==> config.mk <==
export PLATFORM = sky130hd
export DESIGN_NAME = cam_mode_ctrl
export DESIGN_NICKNAME = d
export VERILOG_FILES = /design/src/rtl/cam_mode_ctrl.v /design/src/rtl/cam_sync.v
export VERILOG_INCLUDE_DIRS = /design/src /design/src/rtl
export SDC_FILE = /design/constraint.sdc
export NUM_CORES = 1
export LEC_CHECK = 0
export ABC_AREA = 1
export BUFFER_PORTS_ARGS = -buffer_cell sky130_fd_sc_hd__buf_2
export CORE_AREA = 3 3 83 85
export CTS_CLUSTER_SIZE = 12
export DETAILED_ROUTE_END_ITERATION = 10
export DIE_AREA = 0 0 86 88
export GPL_ROUTABILITY_DRIVEN = 0
export GPL_TIMING_DRIVEN = 0
export PLACE_DENSITY = 0.6
export REMOVE_ABC_BUFFERS = 1
export SLEW_MARGIN = 20
export SYNTH_ARGS = -nofsm -noshare
export SYNTH_HDL_FRONTEND = slang
export SYNTH_SLANG_ARGS = --single-unit
==> constraint.sdc <==
create_clock -name clk_sys_i -period 2.34 [get_ports clk_sys_i]
set_clock_uncertainty 0.15 [all_clocks]
set_input_delay 0.234 -clock clk_sys_i [delete_from_list [all_inputs] [get_ports clk_sys_i]]
set_output_delay 0.234 -clock clk_sys_i [all_outputs]
set_load 0.1 [all_outputs]
==> src/rtl/cam_consts.vh <==
`ifndef CAM_CONSTS_VH
`define CAM_CONSTS_VH
`define CAM_MODE_ADDR     8'hD9
`define CAM_CTRL_ADDR     8'hD8
`define CAM_MODE_RESET    8'h40
`define CAM_BIT_IDLE      7
`define CAM_BIT_WDEN      6
`define CAM_BIT_LOCK      5
`define CAM_BIT_RSVD      4
`define CAM_TB_HI         3
`define CAM_TB_LO         1
`define CAM_BIT_IRQEN     0
`define CAM_BIT_OVF       7
`define CAM_BIT_RUN       6
`define CAM_TB_DIV12      3'h0
`define CAM_TB_DIV4       3'h1
`define CAM_TB_T0OVF      3'h2
`define CAM_TB_EXTIN      3'h3
`define CAM_TB_SYSCLK     3'h4
`define CAM_TB_EXTCLK     3'h5
`define CAM_TB_RTC        3'h6
`define CAM_DIV12_LAST    4'hB
`define CAM_DIV4_LAST     4'h3
`define CAM_CNT_MAX       16'hFFFF
`define CAM_CNT_ZERO      16'h0000
`endif

==> src/rtl/cam_mode_ctrl.v <==
`timescale 1ns/1ps
`include "cam_consts.vh"
module cam_mode_ctrl (
  // clock and reset
  input  wire        clk_sys_i,
  input  wire        nrst_i,
  // special function register port
  input  wire [7:0]  sfr_addr_i,
  input  wire [7:0]  sfr_wdata_i,
  input  wire        sfr_wr_i,
  output reg  [7:0]  sfr_rdata_o,
  // system state and timebase sources
  input  wire        cpu_idle_i,
  input  wire        t0_ovf_i,
  input  wire        ext_count_input_i,
  input  wire        ext_clk_div8_i,
  input  wire        rtc_clk_div8_i,
  // counter array outputs
  output reg  [15:0] counter_o,
  output wire        count_tick_o,
  output wire        watchdog_function_o,
  output wire        counter_array_irq_o
);
  // =====================================
  // registers
  localparam [7:0] MODE_RST = `CAM_MODE_RESET;

  reg        idle_suspend;
  reg        watchdog_enable;
  reg        watchdog_lock;
  reg  [2:0] timebase_select;
  reg        overflow_irq_enable;
  reg        counter_overflow_flag;
  reg        counter_run;
  reg  [3:0] prediv;

  // =====================================
  // next values and internal strobes
  reg        next_idle_suspend;
  reg        next_watchdog_enable;
  reg        next_watchdog_lock;
  reg  [2:0] next_timebase_select;
  reg        next_overflow_irq_enable;
  reg        next_counter_overflow_flag;
  reg  [3:0] next_prediv;
  reg        pre_tick;
  reg        tick;
  wire       ext_fall;
  wire       xclk_fall;
  wire       rtc_fall;
  wire       wr_mode;
  wire       wr_ctrl;
  wire       active;
  wire       wrap;

  // =====================================
  // helpers
  // one address compare shared by both write strobes and the read mux
  function addr_hit;
    input [7:0] addr;
    input [7:0] target;
    begin
      addr_hit = (addr == target);
    end
  endfunction

  // true for the selections that step through the system clock prescaler
  function prescaled;
    input [2:0] sel;
    begin
      prescaled = (sel == `CAM_TB_DIV12) || (sel == `CAM_TB_DIV4);
    end
  endfunction

  // last prescaler state of a divided selection
  function [3:0] pre_last;
    input [2:0] sel;
    begin
      if (sel == `CAM_TB_DIV12)
        pre_last = `CAM_DIV12_LAST;
      else
        pre_last = `CAM_DIV4_LAST;
    end
  endfunction

  assign wr_mode = sfr_wr_i && addr_hit(sfr_addr_i, `CAM_MODE_ADDR);
  assign wr_ctrl = sfr_wr_i && addr_hit(sfr_addr_i, `CAM_CTRL_ADDR);

  // =====================================
  // pin synchronisers; divided clocks count on falling edges so one tick per period
  cam_sync u_ext (
    .clk_sys_i (clk_sys_i),
    .nrst_i    (nrst_i),
    .async_i   (ext_count_input_i),
    .level_o   (),
    .fall_o    (ext_fall)
  );
  cam_sync u_xclk (
    .clk_sys_i (clk_sys_i),
    .nrst_i    (nrst_i),
    .async_i   (ext_clk_div8_i),
    .level_o   (),
    .fall_o    (xclk_fall)
  );
  cam_sync u_rtc (
    .clk_sys_i (clk_sys_i),
    .nrst_i    (nrst_i),
    .async_i   (rtc_clk_div8_i),
    .level_o   (),
    .fall_o    (rtc_fall)
  );

  // =====================================
  // mode register write; while the watchdog runs only lock, and enable while unlocked, respond
  always @* begin
    next_idle_suspend        = idle_suspend;
    next_watchdog_enable     = watchdog_enable;
    next_watchdog_lock       = watchdog_lock;
    next_timebase_select     = timebase_select;
    next_overflow_irq_enable = overflow_irq_enable;
    if (wr_mode) begin
      // the lock is set-only so a runaway program cannot undo it
      next_watchdog_lock = watchdog_lock | sfr_wdata_i[`CAM_BIT_LOCK];
      if (!watchdog_enable || !watchdog_lock)
        next_watchdog_enable = sfr_wdata_i[`CAM_BIT_WDEN];
      if (!watchdog_enable) begin
        next_idle_suspend        = sfr_wdata_i[`CAM_BIT_IDLE];
        next_timebase_select     = sfr_wdata_i[`CAM_TB_HI:`CAM_TB_LO];
        next_overflow_irq_enable = sfr_wdata_i[`CAM_BIT_IRQEN];
      end
    end
  end

  always @(posedge clk_sys_i or negedge nrst_i) begin
    if (!nrst_i) begin
      idle_suspend        <= MODE_RST[`CAM_BIT_IDLE];
      watchdog_enable     <= MODE_RST[`CAM_BIT_WDEN];
      watchdog_lock       <= MODE_RST[`CAM_BIT_LOCK];
      timebase_select     <= MODE_RST[`CAM_TB_HI:`CAM_TB_LO];
      overflow_irq_enable <= MODE_RST[`CAM_BIT_IRQEN];
    end else begin
      idle_suspend        <= next_idle_suspend;
      watchdog_enable     <= next_watchdog_enable;
      watchdog_lock       <= next_watchdog_lock;
      timebase_select     <= next_timebase_select;
      overflow_irq_enable <= next_overflow_irq_enable;
    end
  end

  // =====================================
  // prescaler for the divided system clock selections
  always @* begin
    next_prediv = prediv + 4'h1;
    pre_tick    = 1'b0;
    if (prescaled(timebase_select) && prediv >= pre_last(timebase_select)) begin
      next_prediv = 4'h0;
      pre_tick    = 1'b1;
    end
  end

  always @* begin
    case (timebase_select)
      `CAM_TB_DIV12,
      `CAM_TB_DIV4:   tick = pre_tick;
      `CAM_TB_T0OVF:  tick = t0_ovf_i;
      `CAM_TB_EXTIN:  tick = ext_fall;
      `CAM_TB_SYSCLK: tick = 1'b1;
      `CAM_TB_EXTCLK: tick = xclk_fall;
      `CAM_TB_RTC:    tick = rtc_fall;
      default:        tick = 1'b0;
    endcase
  end

  // idle suspend freezes prescaler and counter together
  assign active       = counter_run && !(idle_suspend && cpu_idle_i);
  assign count_tick_o = active && tick;
  assign wrap         = count_tick_o && (counter_o == `CAM_CNT_MAX);

  // =====================================
  // counter, run control and overflow flag
  always @(posedge clk_sys_i or negedge nrst_i) begin
    if (!nrst_i)
      prediv <= 4'h0;
    else if (active)
      prediv <= next_prediv;
  end

  always @(posedge clk_sys_i or negedge nrst_i) begin
    if (!nrst_i)
      counter_o <= `CAM_CNT_ZERO;
    else if (count_tick_o)
      counter_o <= counter_o + 16'h0001;
  end

  always @(posedge clk_sys_i or negedge nrst_i) begin
    if (!nrst_i)
      counter_run <= 1'b0;
    else if (wr_ctrl)
      counter_run <= sfr_wdata_i[`CAM_BIT_RUN];
  end

  // hardware set wins over a same-cycle software clear, so no overflow is lost
  always @* begin
    next_counter_overflow_flag = counter_overflow_flag;
    if (wrap)
      next_counter_overflow_flag = 1'b1;
    else if (wr_ctrl && !sfr_wdata_i[`CAM_BIT_OVF])
      next_counter_overflow_flag = 1'b0;
  end

  always @(posedge clk_sys_i or negedge nrst_i) begin
    if (!nrst_i)
      counter_overflow_flag <= 1'b0;
    else
      counter_overflow_flag <= next_counter_overflow_flag;
  end

  assign counter_array_irq_o = counter_overflow_flag && overflow_irq_enable;
  assign watchdog_function_o = watchdog_enable;

  // =====================================
  // read data; bit 4 has no storage behind it
  always @* begin
    sfr_rdata_o = 8'h00;
    if (addr_hit(sfr_addr_i, `CAM_MODE_ADDR))
      sfr_rdata_o = {idle_suspend, watchdog_enable, watchdog_lock, 1'b0,
                     timebase_select, overflow_irq_enable};
    else if (addr_hit(sfr_addr_i, `CAM_CTRL_ADDR))
      sfr_rdata_o = {counter_overflow_flag, counter_run, 6'h00};
  end
endmodule // cam_mode_ctrl

==> src/rtl/cam_sync.v <==
`timescale 1ns/1ps
// =====================================
// two-stage synchroniser with falling-edge detect on the settled stage
module cam_sync (
  // clock and reset
  input  wire clk_sys_i,
  input  wire nrst_i,
  // async level in, sync level and fall pulse out
  input  wire async_i,
  output reg  level_o,
  output wire fall_o
);
  reg meta;
  reg prev;
  always @(posedge clk_sys_i or negedge nrst_i) begin
    if (!nrst_i) begin
      meta    <= 1'b0;
      level_o <= 1'b0;
      prev    <= 1'b0;
    end else begin
      meta    <= async_i;
      level_o <= meta;
      prev    <= level_o;
    end
  end
  assign fall_o = prev & ~level_o;
endmodule // cam_sync

Word-level counts from Yosys, hierarchy flattened:

Index checks and enable logic that the tools add are counted.

* output and inout bits: 27
* word-level logic and storage cells: 66
* register bits: 38
* input port bits: 24

* mux-type cells: 8
* bitwise logic cells: 8
* reduce and logical (&&, ||, !) cells: 20
* add/sub/neg operators: 2
* magnitude comparators: 1
* eq/ne operators: 9

Operators with widths (number)
* adder 16 x 1 -> 16 bit, second input constant: 1
* equality test 16 bit, second input constant: 1
* equality test 8 bit, second input constant: 2
* two-way mux 8 bit: 2
* equality test 3 bit, second input constant: 3
* logical AND 1 bit: 9
* two-way mux 4 bit: 2
* equality test 3 x 2 -> 1 bit, second input constant: 2
* case mux 1 bit (6 select lines): 1
* adder 4 x 1 -> 4 bit, second input constant: 1
* >= comparator 4 bit: 1
* zero test 1 bit: 4
* inverter 1 bit: 4
* AND reduction 2 bit: 2
* bitwise AND 1 bit: 3
* equality test 3 x 1 -> 1 bit, second input constant: 1
* zero test 3 bit: 1
* two-way mux 1 bit: 3
* logical OR 1 bit: 2
* nonzero test 2 bit: 1
* OR reduction 2 bit: 1
* OR 1 bit: 1

Logic depth before layout (Yosys ltp):

Gate-level depths: netlist (run 1).

* depth after elaboration: 9
* depth in mapped cells: 10
* gate-level depth less buffers: 9

Cells and area by module:

A second synthesis (run 1) with hierarchy kept.

* cells, all modules: 275
* area total of the unflattened synthesis: 2135.8 um^2

Modules (own cells, without submodules)
* cam_mode_ctrl: instances 1, cells an instance 260, sequential area each 726.9 um^2, area an instance 1880.6 um^2
* cam_sync: instances 3, cells an instance 5, sequential area each 75.1 um^2, area an instance 85.1 um^2

Worst setup path after synthesis (run 1):

Ideal clock, no wire load.

* kind: register to output
* start point: register watchdog_enable, in the netlist watchdog_function_o
* end point: output port sfr_rdata_o[6]
* required time: 1956 ps
* buffers on the path: 0
* stages on the path, launching flop included: 3
* setup slack: -1271 ps
* arrival time: 3227 ps
* path through: dfstp_2 -> inv_1 -> o21ai_0

* cells in the longest elaborated chain, start to end: 1

Ends and longest elaborated chain
* start, declared: RTL line cam_mode_ctrl.v:29 `reg watchdog_enable;`
* start signal, assigned: RTL line cam_mode_ctrl.v:137 `` watchdog_enable <= MODE_RST[`CAM_BIT_WDEN]; ``
* start signal, assigned: RTL line cam_mode_ctrl.v:143 `watchdog_enable <= next_watchdog_enable;`
* two-way mux 8 bit: RTL line cam_mode_ctrl.v:225 `` if (addr_hit(sfr_addr_i, `CAM_MODE_ADDR)) ``
* end, declared: RTL line cam_mode_ctrl.v:11 `output reg [7:0] sfr_rdata_o,`

Every way passes these cells.

Worst setup path in the final report (run 1):

* start point: register timebase_select[2], in the netlist pre_last.sel[2]
* end point: output port count_tick_o

* cells in the longest elaborated chain, start to end: 7
* elaborated cells between the ends (all ways): 15

Ends and longest elaborated chain
* start, declared: RTL line cam_mode_ctrl.v:31 `reg [2:0] timebase_select;`
* start signal, assigned: RTL line cam_mode_ctrl.v:139 `` timebase_select <= MODE_RST[`CAM_TB_HI:`CAM_TB_LO]; ``
* start signal, assigned: RTL line cam_mode_ctrl.v:145 `timebase_select <= next_timebase_select;`
* zero test 3 bit: RTL line cam_mode_ctrl.v:162 `case (timebase_select)`
* two-way mux 4 bit: RTL line cam_mode_ctrl.v:79 `` if (sel == `CAM_TB_DIV12) ``
* >= comparator 4 bit: RTL line cam_mode_ctrl.v:155 `if (prescaled(timebase_select) && prediv >= pre_last(timebase_select)) begin`
* logical AND 1 bit: RTL line cam_mode_ctrl.v:155
* two-way mux 1 bit: RTL line cam_mode_ctrl.v:155
* case mux 1 bit (6 select lines) (*): RTL line cam_mode_ctrl.v:162
* logical AND 1 bit (*): RTL line cam_mode_ctrl.v:176 `assign count_tick_o = active && tick;`
* end, declared: RTL line cam_mode_ctrl.v:20 `output wire count_tick_o,`

Mark *: on every way between the ends. The rest lies on a longest branch, timed or not.

==> results.py, run 1 <==
metrics = {
    "placement": {
        "placedInstanceArea_mm2": 0.002467,
        "portBuffers": 48,
        "dp_hpwl_um": 3441,
    },
    "timing": {
        "min_period_over_period": 0.9455,
        "hold_ws_ns": 0.01450,
        "slew_headroom": 0.4244,
        "worst_slew_pin_slew_ns": 0.8634,
        "rsz0062_at_grt": "false",
        "final.min_clock_period_ns": 2.212,
        "clock.fmax_mhz": 452.0,
        "slew_violations": 0,
        "finalSetupViolCount": 0,
        "hold_viol_final": 0,
    },
    "synth": {
        "async_reset_ff_frac": 1.000,
        "synthesis.area_mm2": 0.002180,
        "synth_cells": 275,
        "synth_edf_count": 0,
        "synth-seq-area-share": 0.4369,
        "syn_area_per_cell_um2": 7.926,
        "yosysWarnings": 0,
        "ys_seq_elements": 38,
        "ys.flop_type": "dfrtp_1",
        "yosysUniqueCellTypes": 34,
    },
    "die": {
        "initial_utilization": 0.3472,
        "die_area_mm2": 0.007568,
        "ioPinCount": 51,
        "coreArea_mm2": 0.006277,
        "die_y_um": 88,
        "rows": 29,
        "die_x_um": 86,
    },
    "global_routing": {
        "antenna_found_initial": 0,
        "overflow": 0,
        "grt_pass1_vias": 1838,
        "track_usage": 0.1371,
        "grt_max_degree": 39,
        "grt_pass1_wl_um": 8424,
    },
    "cells_and_area": {
        "area_growth_pct": 23.08,
        "layout_commonest_cell": "nand2_1",
        "final_layout_size_suffix_gt1_frac": 0.2651,
        "fin_util": 0.4273,
        "n_antenna_cell": 0,
        "final_nets": 358,
        "fin_area_mm2": 0.002683,
        "final_cell_mix": "88 x nand2_1, 47 x buf_2, 37 x dfrtp_1, 25 x nor2_1, 24 x inv_1",
    },
    "drt": {
        "ant_nets": 0,
        "drc": 0,
        "routedWlPerCell_um": 11.74,
        "drtIter0Drc": 85,
        "vias": 1918,
        "dr.pass1.iters": 4,
        "drt_wl_total_um": 4800,
        "viasPerCell": 4.689,
    },
    "power_and_ir_drop": {
        "ir_worst_vdd_mv": 0.3693,
        "power.leakage_nw": 1.425,
        "power_density_mw_per_mm2": 653.1,
    },
    "cts": {
        "cts_tree": "yes",
        "htreeDepth": 2,
        "clock_latency_ns": 0.29,
        "clockRootBuffer": "clkbuf_8",
        "clockBufferDepth": 2,
        "clkTransAtPathRegs_ns": 0.07,
        "cts_made_buffers": 5,
        "cts_sinks": 38,
    },
    "worst_setup_path": {
        "required_ns": 1.96,
        "critical_path_class": "reg2out",
        "start_kind": "flop",
        "critPathMaxFanout": 17,
        "arrival_ns": 1.83,
        "crit_path_end_kind": "output port",
    },
    "job": {
        "drv_cap": 0,
    },
    "run_status": {
        "status": "completed",
    },
    "min_path": {
        "min_path_type": "in2reg",
    },
}
## Yosys cell counts (2+ instances only)
library cell / instances / area share
nand2_4: 3 / 0.015
nand3_2: 2 / 0.0092
nand3b_1: 2 / 0.0069
dfrtp_1: 37 / 0.42
o21ai_1: 4 / 0.0092
nand2_2: 14 / 0.040
o21ai_0: 14 / 0.032
nand4_1: 7 / 0.020
nand3_1: 19 / 0.044
xnor2_1: 3 / 0.012
nand2_1: 88 / 0.15
buf_2: 2 / 0.0046
nor2_1: 25 / 0.043
nor2_2: 4 / 0.011
xor2_1: 5 / 0.020
a21oi_1: 3 / 0.0069
ha_1: 3 / 0.017
inv_1: 24 / 0.041
## worst paths after layout
check,startpoint,to,slack [ns],depth (start not counted)
worst min register to register,u_xclk.meta,u_xclk.level_o,0.20,0
worst max-delay path,pre_last.sel[2],count_tick_o,0.13,8
min in group asynchronous,nrst_i,counter_o[14],0.44,2
worst max register to register,pre_last.sel[2],counter_o[2],0.32,10
worst min-delay path,sfr_wdata_i[6],watchdog_function_o,0.01,3
max in group asynchronous,nrst_i,pre_last.sel[1],1.05,2
## power breakdown
part	switching, W	leakage (nW)	internal, W
combinational	0.000220	0.867	0.0000946
sequential	0.0000506	0.490	0.000709
clock	0.000250	0.0683	0.000427
## metal layers
metal / share of wire / vias up / track usage
met5: 0 / - / 0
met3: 0.066 / 2 / 0.02822
met4: 0.0044 / 0 / 0.03022
met2: 0.45 / 54 / 0.2292
met1: 0.48 / 885 / 0.1833
li1: - / 977 / -
## logic make-up (layout without fill, tap and decap cells)
kind of cell,Yosys count,in the layout,share of synthesized area
fa+ha+maj,3,3,0.01722
buf+inv,30,87,0.06774
simple gates,170,170,0.3783
xor+xnor,9,9,0.03961
other cells,1,1,0.001721
flops,38,38,0.4369
compound gates,24,24,0.05856
## per-stage QoR
| stage | setup WS, ns | power [W] | TNS, ns | cells |
|---|---|---|---|---|
| 2_1_floorplan | -1.271 | 0.001002 | -1.271 | 270 |
| 3_3_place_gp | -0.1566 | 0.001074 | -0.1566 | 395 |
| 3_5_place_dp | -0.1427 | 0.001081 | -0.1427 | 395 |
| 4_1_cts | 0.01632 | 0.001766 | 0 | 409 |
| 5_1_grt | 0.003968 | 0.001839 | 0 | 409 |
| 6_report | 0.1275 | 0.001752 | 0 | 409 |
## worst max-delay path: stages, from the launching register on
cell	delay, ns
dfrtp_1	0.44
nor2_4	0.17
nand2_1	0.07
ha_1	0.28
o21ai_2	0.07
nand3_4	0.09
nand2_8	0.11
nor2_8	0.14
buf_12	0.18
## flip-flops by register name, indices dropped and copies added (netlist names)
register	cells
counter_o	16
counter_overflow_flag	1
u_xclk.meta	1
u_rtc.prev	1
watchdog_function_o	1
prediv	4
overflow_irq_enable	1
u_ext.level_o	1
watchdog_lock	1
u_xclk.level_o	1
u_ext.prev	1
pre_last.sel	3
u_rtc.meta	1
idle_suspend	1
u_xclk.prev	1
counter_run	1
u_rtc.level_o	1
u_ext.meta	1
## final cells by class
| type | count | area [um2] |
|---|---|---|
| multi-input cells | 207 | 1085 |
| repair buffers | 54 | 312.8 |
| fillers | 646 | 3595 |
| inverters | 25 | 98.84 |
| flip-flops and latches | 38 | 952.2 |
| clock buffers | 5 | 68.82 |
| well taps | 77 | 96.34 |
| clock inverters | 3 | 68.82 |
## what timing repair did
| action | in CTS | in global routing |
|---|---|---|
| hold buffers | 5 | 0 |
| setup endpoints to repair | 1 | 1 |
| hold endpoints to repair | 41 | 0 |
| resized for setup | 2 | 3 |
| pin swaps | 1 | 0 |
| buffers inserted | 1 | 0 |
No activity file was read; power rests on OpenSTA's default activity.
==> run 2: changes to the inputs <==
==> constraint.sdc (replaced) <==
create_clock -name clk_sys_i -period 2.34 [get_ports clk_sys_i]
set_clock_uncertainty 0.15 [all_clocks]
set_input_delay 0.702 -clock clk_sys_i [delete_from_list [all_inputs] [get_ports clk_sys_i]]
set_output_delay 0.702 -clock clk_sys_i [all_outputs]
set_load 0.1 [all_outputs]
==> results.py, run 2 (synthesis results as in run 1) <==
metrics = {
    "cts": {
        "clkTransAtPathRegs_ns": 0.08,
        "clock_latency_ns": 0.29,
        "htreeDepth": 2,
        "clockRootBuffer": "clkbuf_8",
        "cts_tree": "yes",
        "cts_sinks": 38,
        "cts_made_buffers": 5,
        "clockBufferDepth": 2,
        "hold_buffers": 0,
    },
    "global_routing": {
        "antenna_found_initial": 0,
        "grt_max_degree": 39,
        "grt_pass1_wl_um": 8990,
        "grt_pass1_vias": 1927,
        "overflow": 0,
        "track_usage": 0.1467,
    },
    "cells_and_area": {
        "top_register": "counter_o",
        "area_growth_pct": 33.93,
        "layout_commonest_cell": "nand2_1",
        "final_nets": 363,
        "final_layout_size_suffix_gt1_frac": 0.3383,
        "n_antenna_cell": 0,
        "largest_reg_flops": 16,
        "fin_util": 0.4650,
        "final_cell_mix": "86 x nand2_1, 37 x buf_2, 35 x dfrtp_1, 21 x inv_1, 19 x nor2_1",
    },
    "power_and_ir_drop": {
        "p_int_w": 0.001239,
        "clkPwrFrac": 0.382,
        "ir_worst_vdd_mv": 0.3749,
        "comb_power_share": 0.189,
        "power_w": 0.001769,
        "p_switching_w": 0.0005305,
        "power_density_mw_per_mm2": 606.1,
        "power.leakage_nw": 1.487,
        "seqPwrFrac": 0.429,
        "p_sw_frac": 0.2998,
    },
    "timing": {
        "setup_slack_ns": -0.1928,
        "final.min_clock_period_ns": 2.533,
        "slew_violations": 0,
        "clock.fmax_mhz": 394.8,
        "rsz0062_at_grt": "true",
        "hold_viol_final": 0,
        "worst_slew_pin_slew_ns": 0.8763,
        "min_period_over_period": 1.082,
        "finalSetupViolCount": 8,
        "slew_headroom": 0.4158,
    },
    "worst_setup_path": {
        "critical_path_class": "reg2out",
        "required_ns": 1.49,
        "r2r_end": "counter_o[2]",
        "reg2reg_from": "pre_last.sel[1]",
        "critPathMaxFanout": 2,
        "crit_path_end_kind": "output port",
        "r2r_slack_ns": 0.47,
        "arrival_ns": 1.68,
        "reg2regPathDepth": 10,
        "start_kind": "flop",
    },
    "drt": {
        "ant_nets": 0,
        "routedWlPerCell_um": 12.44,
        "drc": 0,
        "viasPerCell": 4.778,
        "drt_wl_total_um": 5152,
        "vias": 1978,
        "dr.pass1.iters": 4,
        "drtIter0Drc": 59,
    },
    "die": {
        "die_x_um": 86,
        "die_y_um": 88,
        "coreArea_mm2": 0.006277,
        "die_area_mm2": 0.007568,
        "initial_utilization": 0.3472,
        "rows": 29,
        "ioPinCount": 51,
    },
    "run_status": {
        "status": "finished, violations left",
        "violations": "setup timing",
    },
    "min_path": {
        "min_path_type": "reg2reg",
        "min_from": "u_xclk.meta",
        "hold_depth": 0,
        "holdPathEnd": "u_xclk.level_o",
    },
    "placement": {
        "portBuffers": 48,
        "dp_hpwl_um": 3441,
        "preCtsSetupSlack_ns": -0.6107,
    },
    "job": {
        "drv_cap": 0,
    },
}
==> run 2: cell types whose count changed in the layout (fill, tap and decap cells not counted), sizes merged <==
| cell | previous run | this run |
|---|---|---|
| buf | 49 | 59 |
| dlygate4sd3 | 5 | 0 |
==> run 2: metal layers <==
layer / up-vias / track usage / wire length [um]
li1: 993 / - / -
met1: 929 / 0.1948 / 2399
met2: 54 / 0.2495 / 2449
met3: 2 / 0.02822 / 282
met4: 0 / 0.03022 / 21
met5: - / 0 / 0
==> run 2: final cells by class <==
class	count	area (um2)
clock buffers	5	68.82
clock inverters	3	68.82
fillers	616	3358
inverters	25	103.9
multi-input cells	207	1170
flip-flops and latches	38	954.7
well taps	77	96.34
repair buffers	59	456.7
==> run 2: worst max-delay path by stage <==
stage                           endpoint  cells past startpoint             from  slack [ns]
after detailed placement    count_tick_o                      8  pre_last.sel[2]       -0.61
after floorplan           sfr_rdata_o[6]                      5    sfr_addr_i[5]       -1.74
after global routing        count_tick_o                      8  pre_last.sel[1]       -0.28
after global placement      count_tick_o                      8  pre_last.sel[2]       -0.62
final                       count_tick_o                      8  pre_last.sel[1]       -0.19
after CTS                   count_tick_o                      8  pre_last.sel[1]       -0.21
==> run 2: critical path: stages (launching register included) <==
cell	delay, ns
dfrtp_2	0.43
nor2_4	0.11
nand2_1	0.05
ha_1	0.28
o21ai_2	0.07
nand3_4	0.09
nand2_8	0.07
nor2_8	0.11
buf_12	0.18
==> run 2: through the flow <==
step / setup TNS (ns) / hold WS, ns / area, um2 / cells
2_1_floorplan: -6.771 / 0.1812 / 2131 / 270
3_3_place_gp: -3.489 / 0.1828 / 2467 / 395
3_5_place_dp: -3.490 / 0.1862 / 2467 / 395
4_1_cts: -0.7377 / 0.2059 / 2904 / 414
5_1_grt: -1.138 / 0.2100 / 2919 / 414
6_report: -0.6890 / 0.2035 / 2919 / 414
==> run 2: power groups by stage <==
| stage | registers [W] | clock network, W | logic (W) |
|---|---|---|---|
| after floorplan | 0.000848 | 0 | 0.000154 |
| after global placement | 0.000770 | 0 | 0.000304 |
| after detailed placement | 0.000772 | 0 | 0.000310 |
| after CTS | 0.000758 | 0.000689 | 0.000335 |
| after global routing | 0.000766 | 0.000722 | 0.000371 |
| final | 0.000758 | 0.000676 | 0.000335 |
==> run 2: timing repair <==
action,CTS,global route
setup buffers,11,0
pin swaps,9,2
gates cloned,0,0
endpoints found under the setup margin,8,8
gates resized for setup,59,4
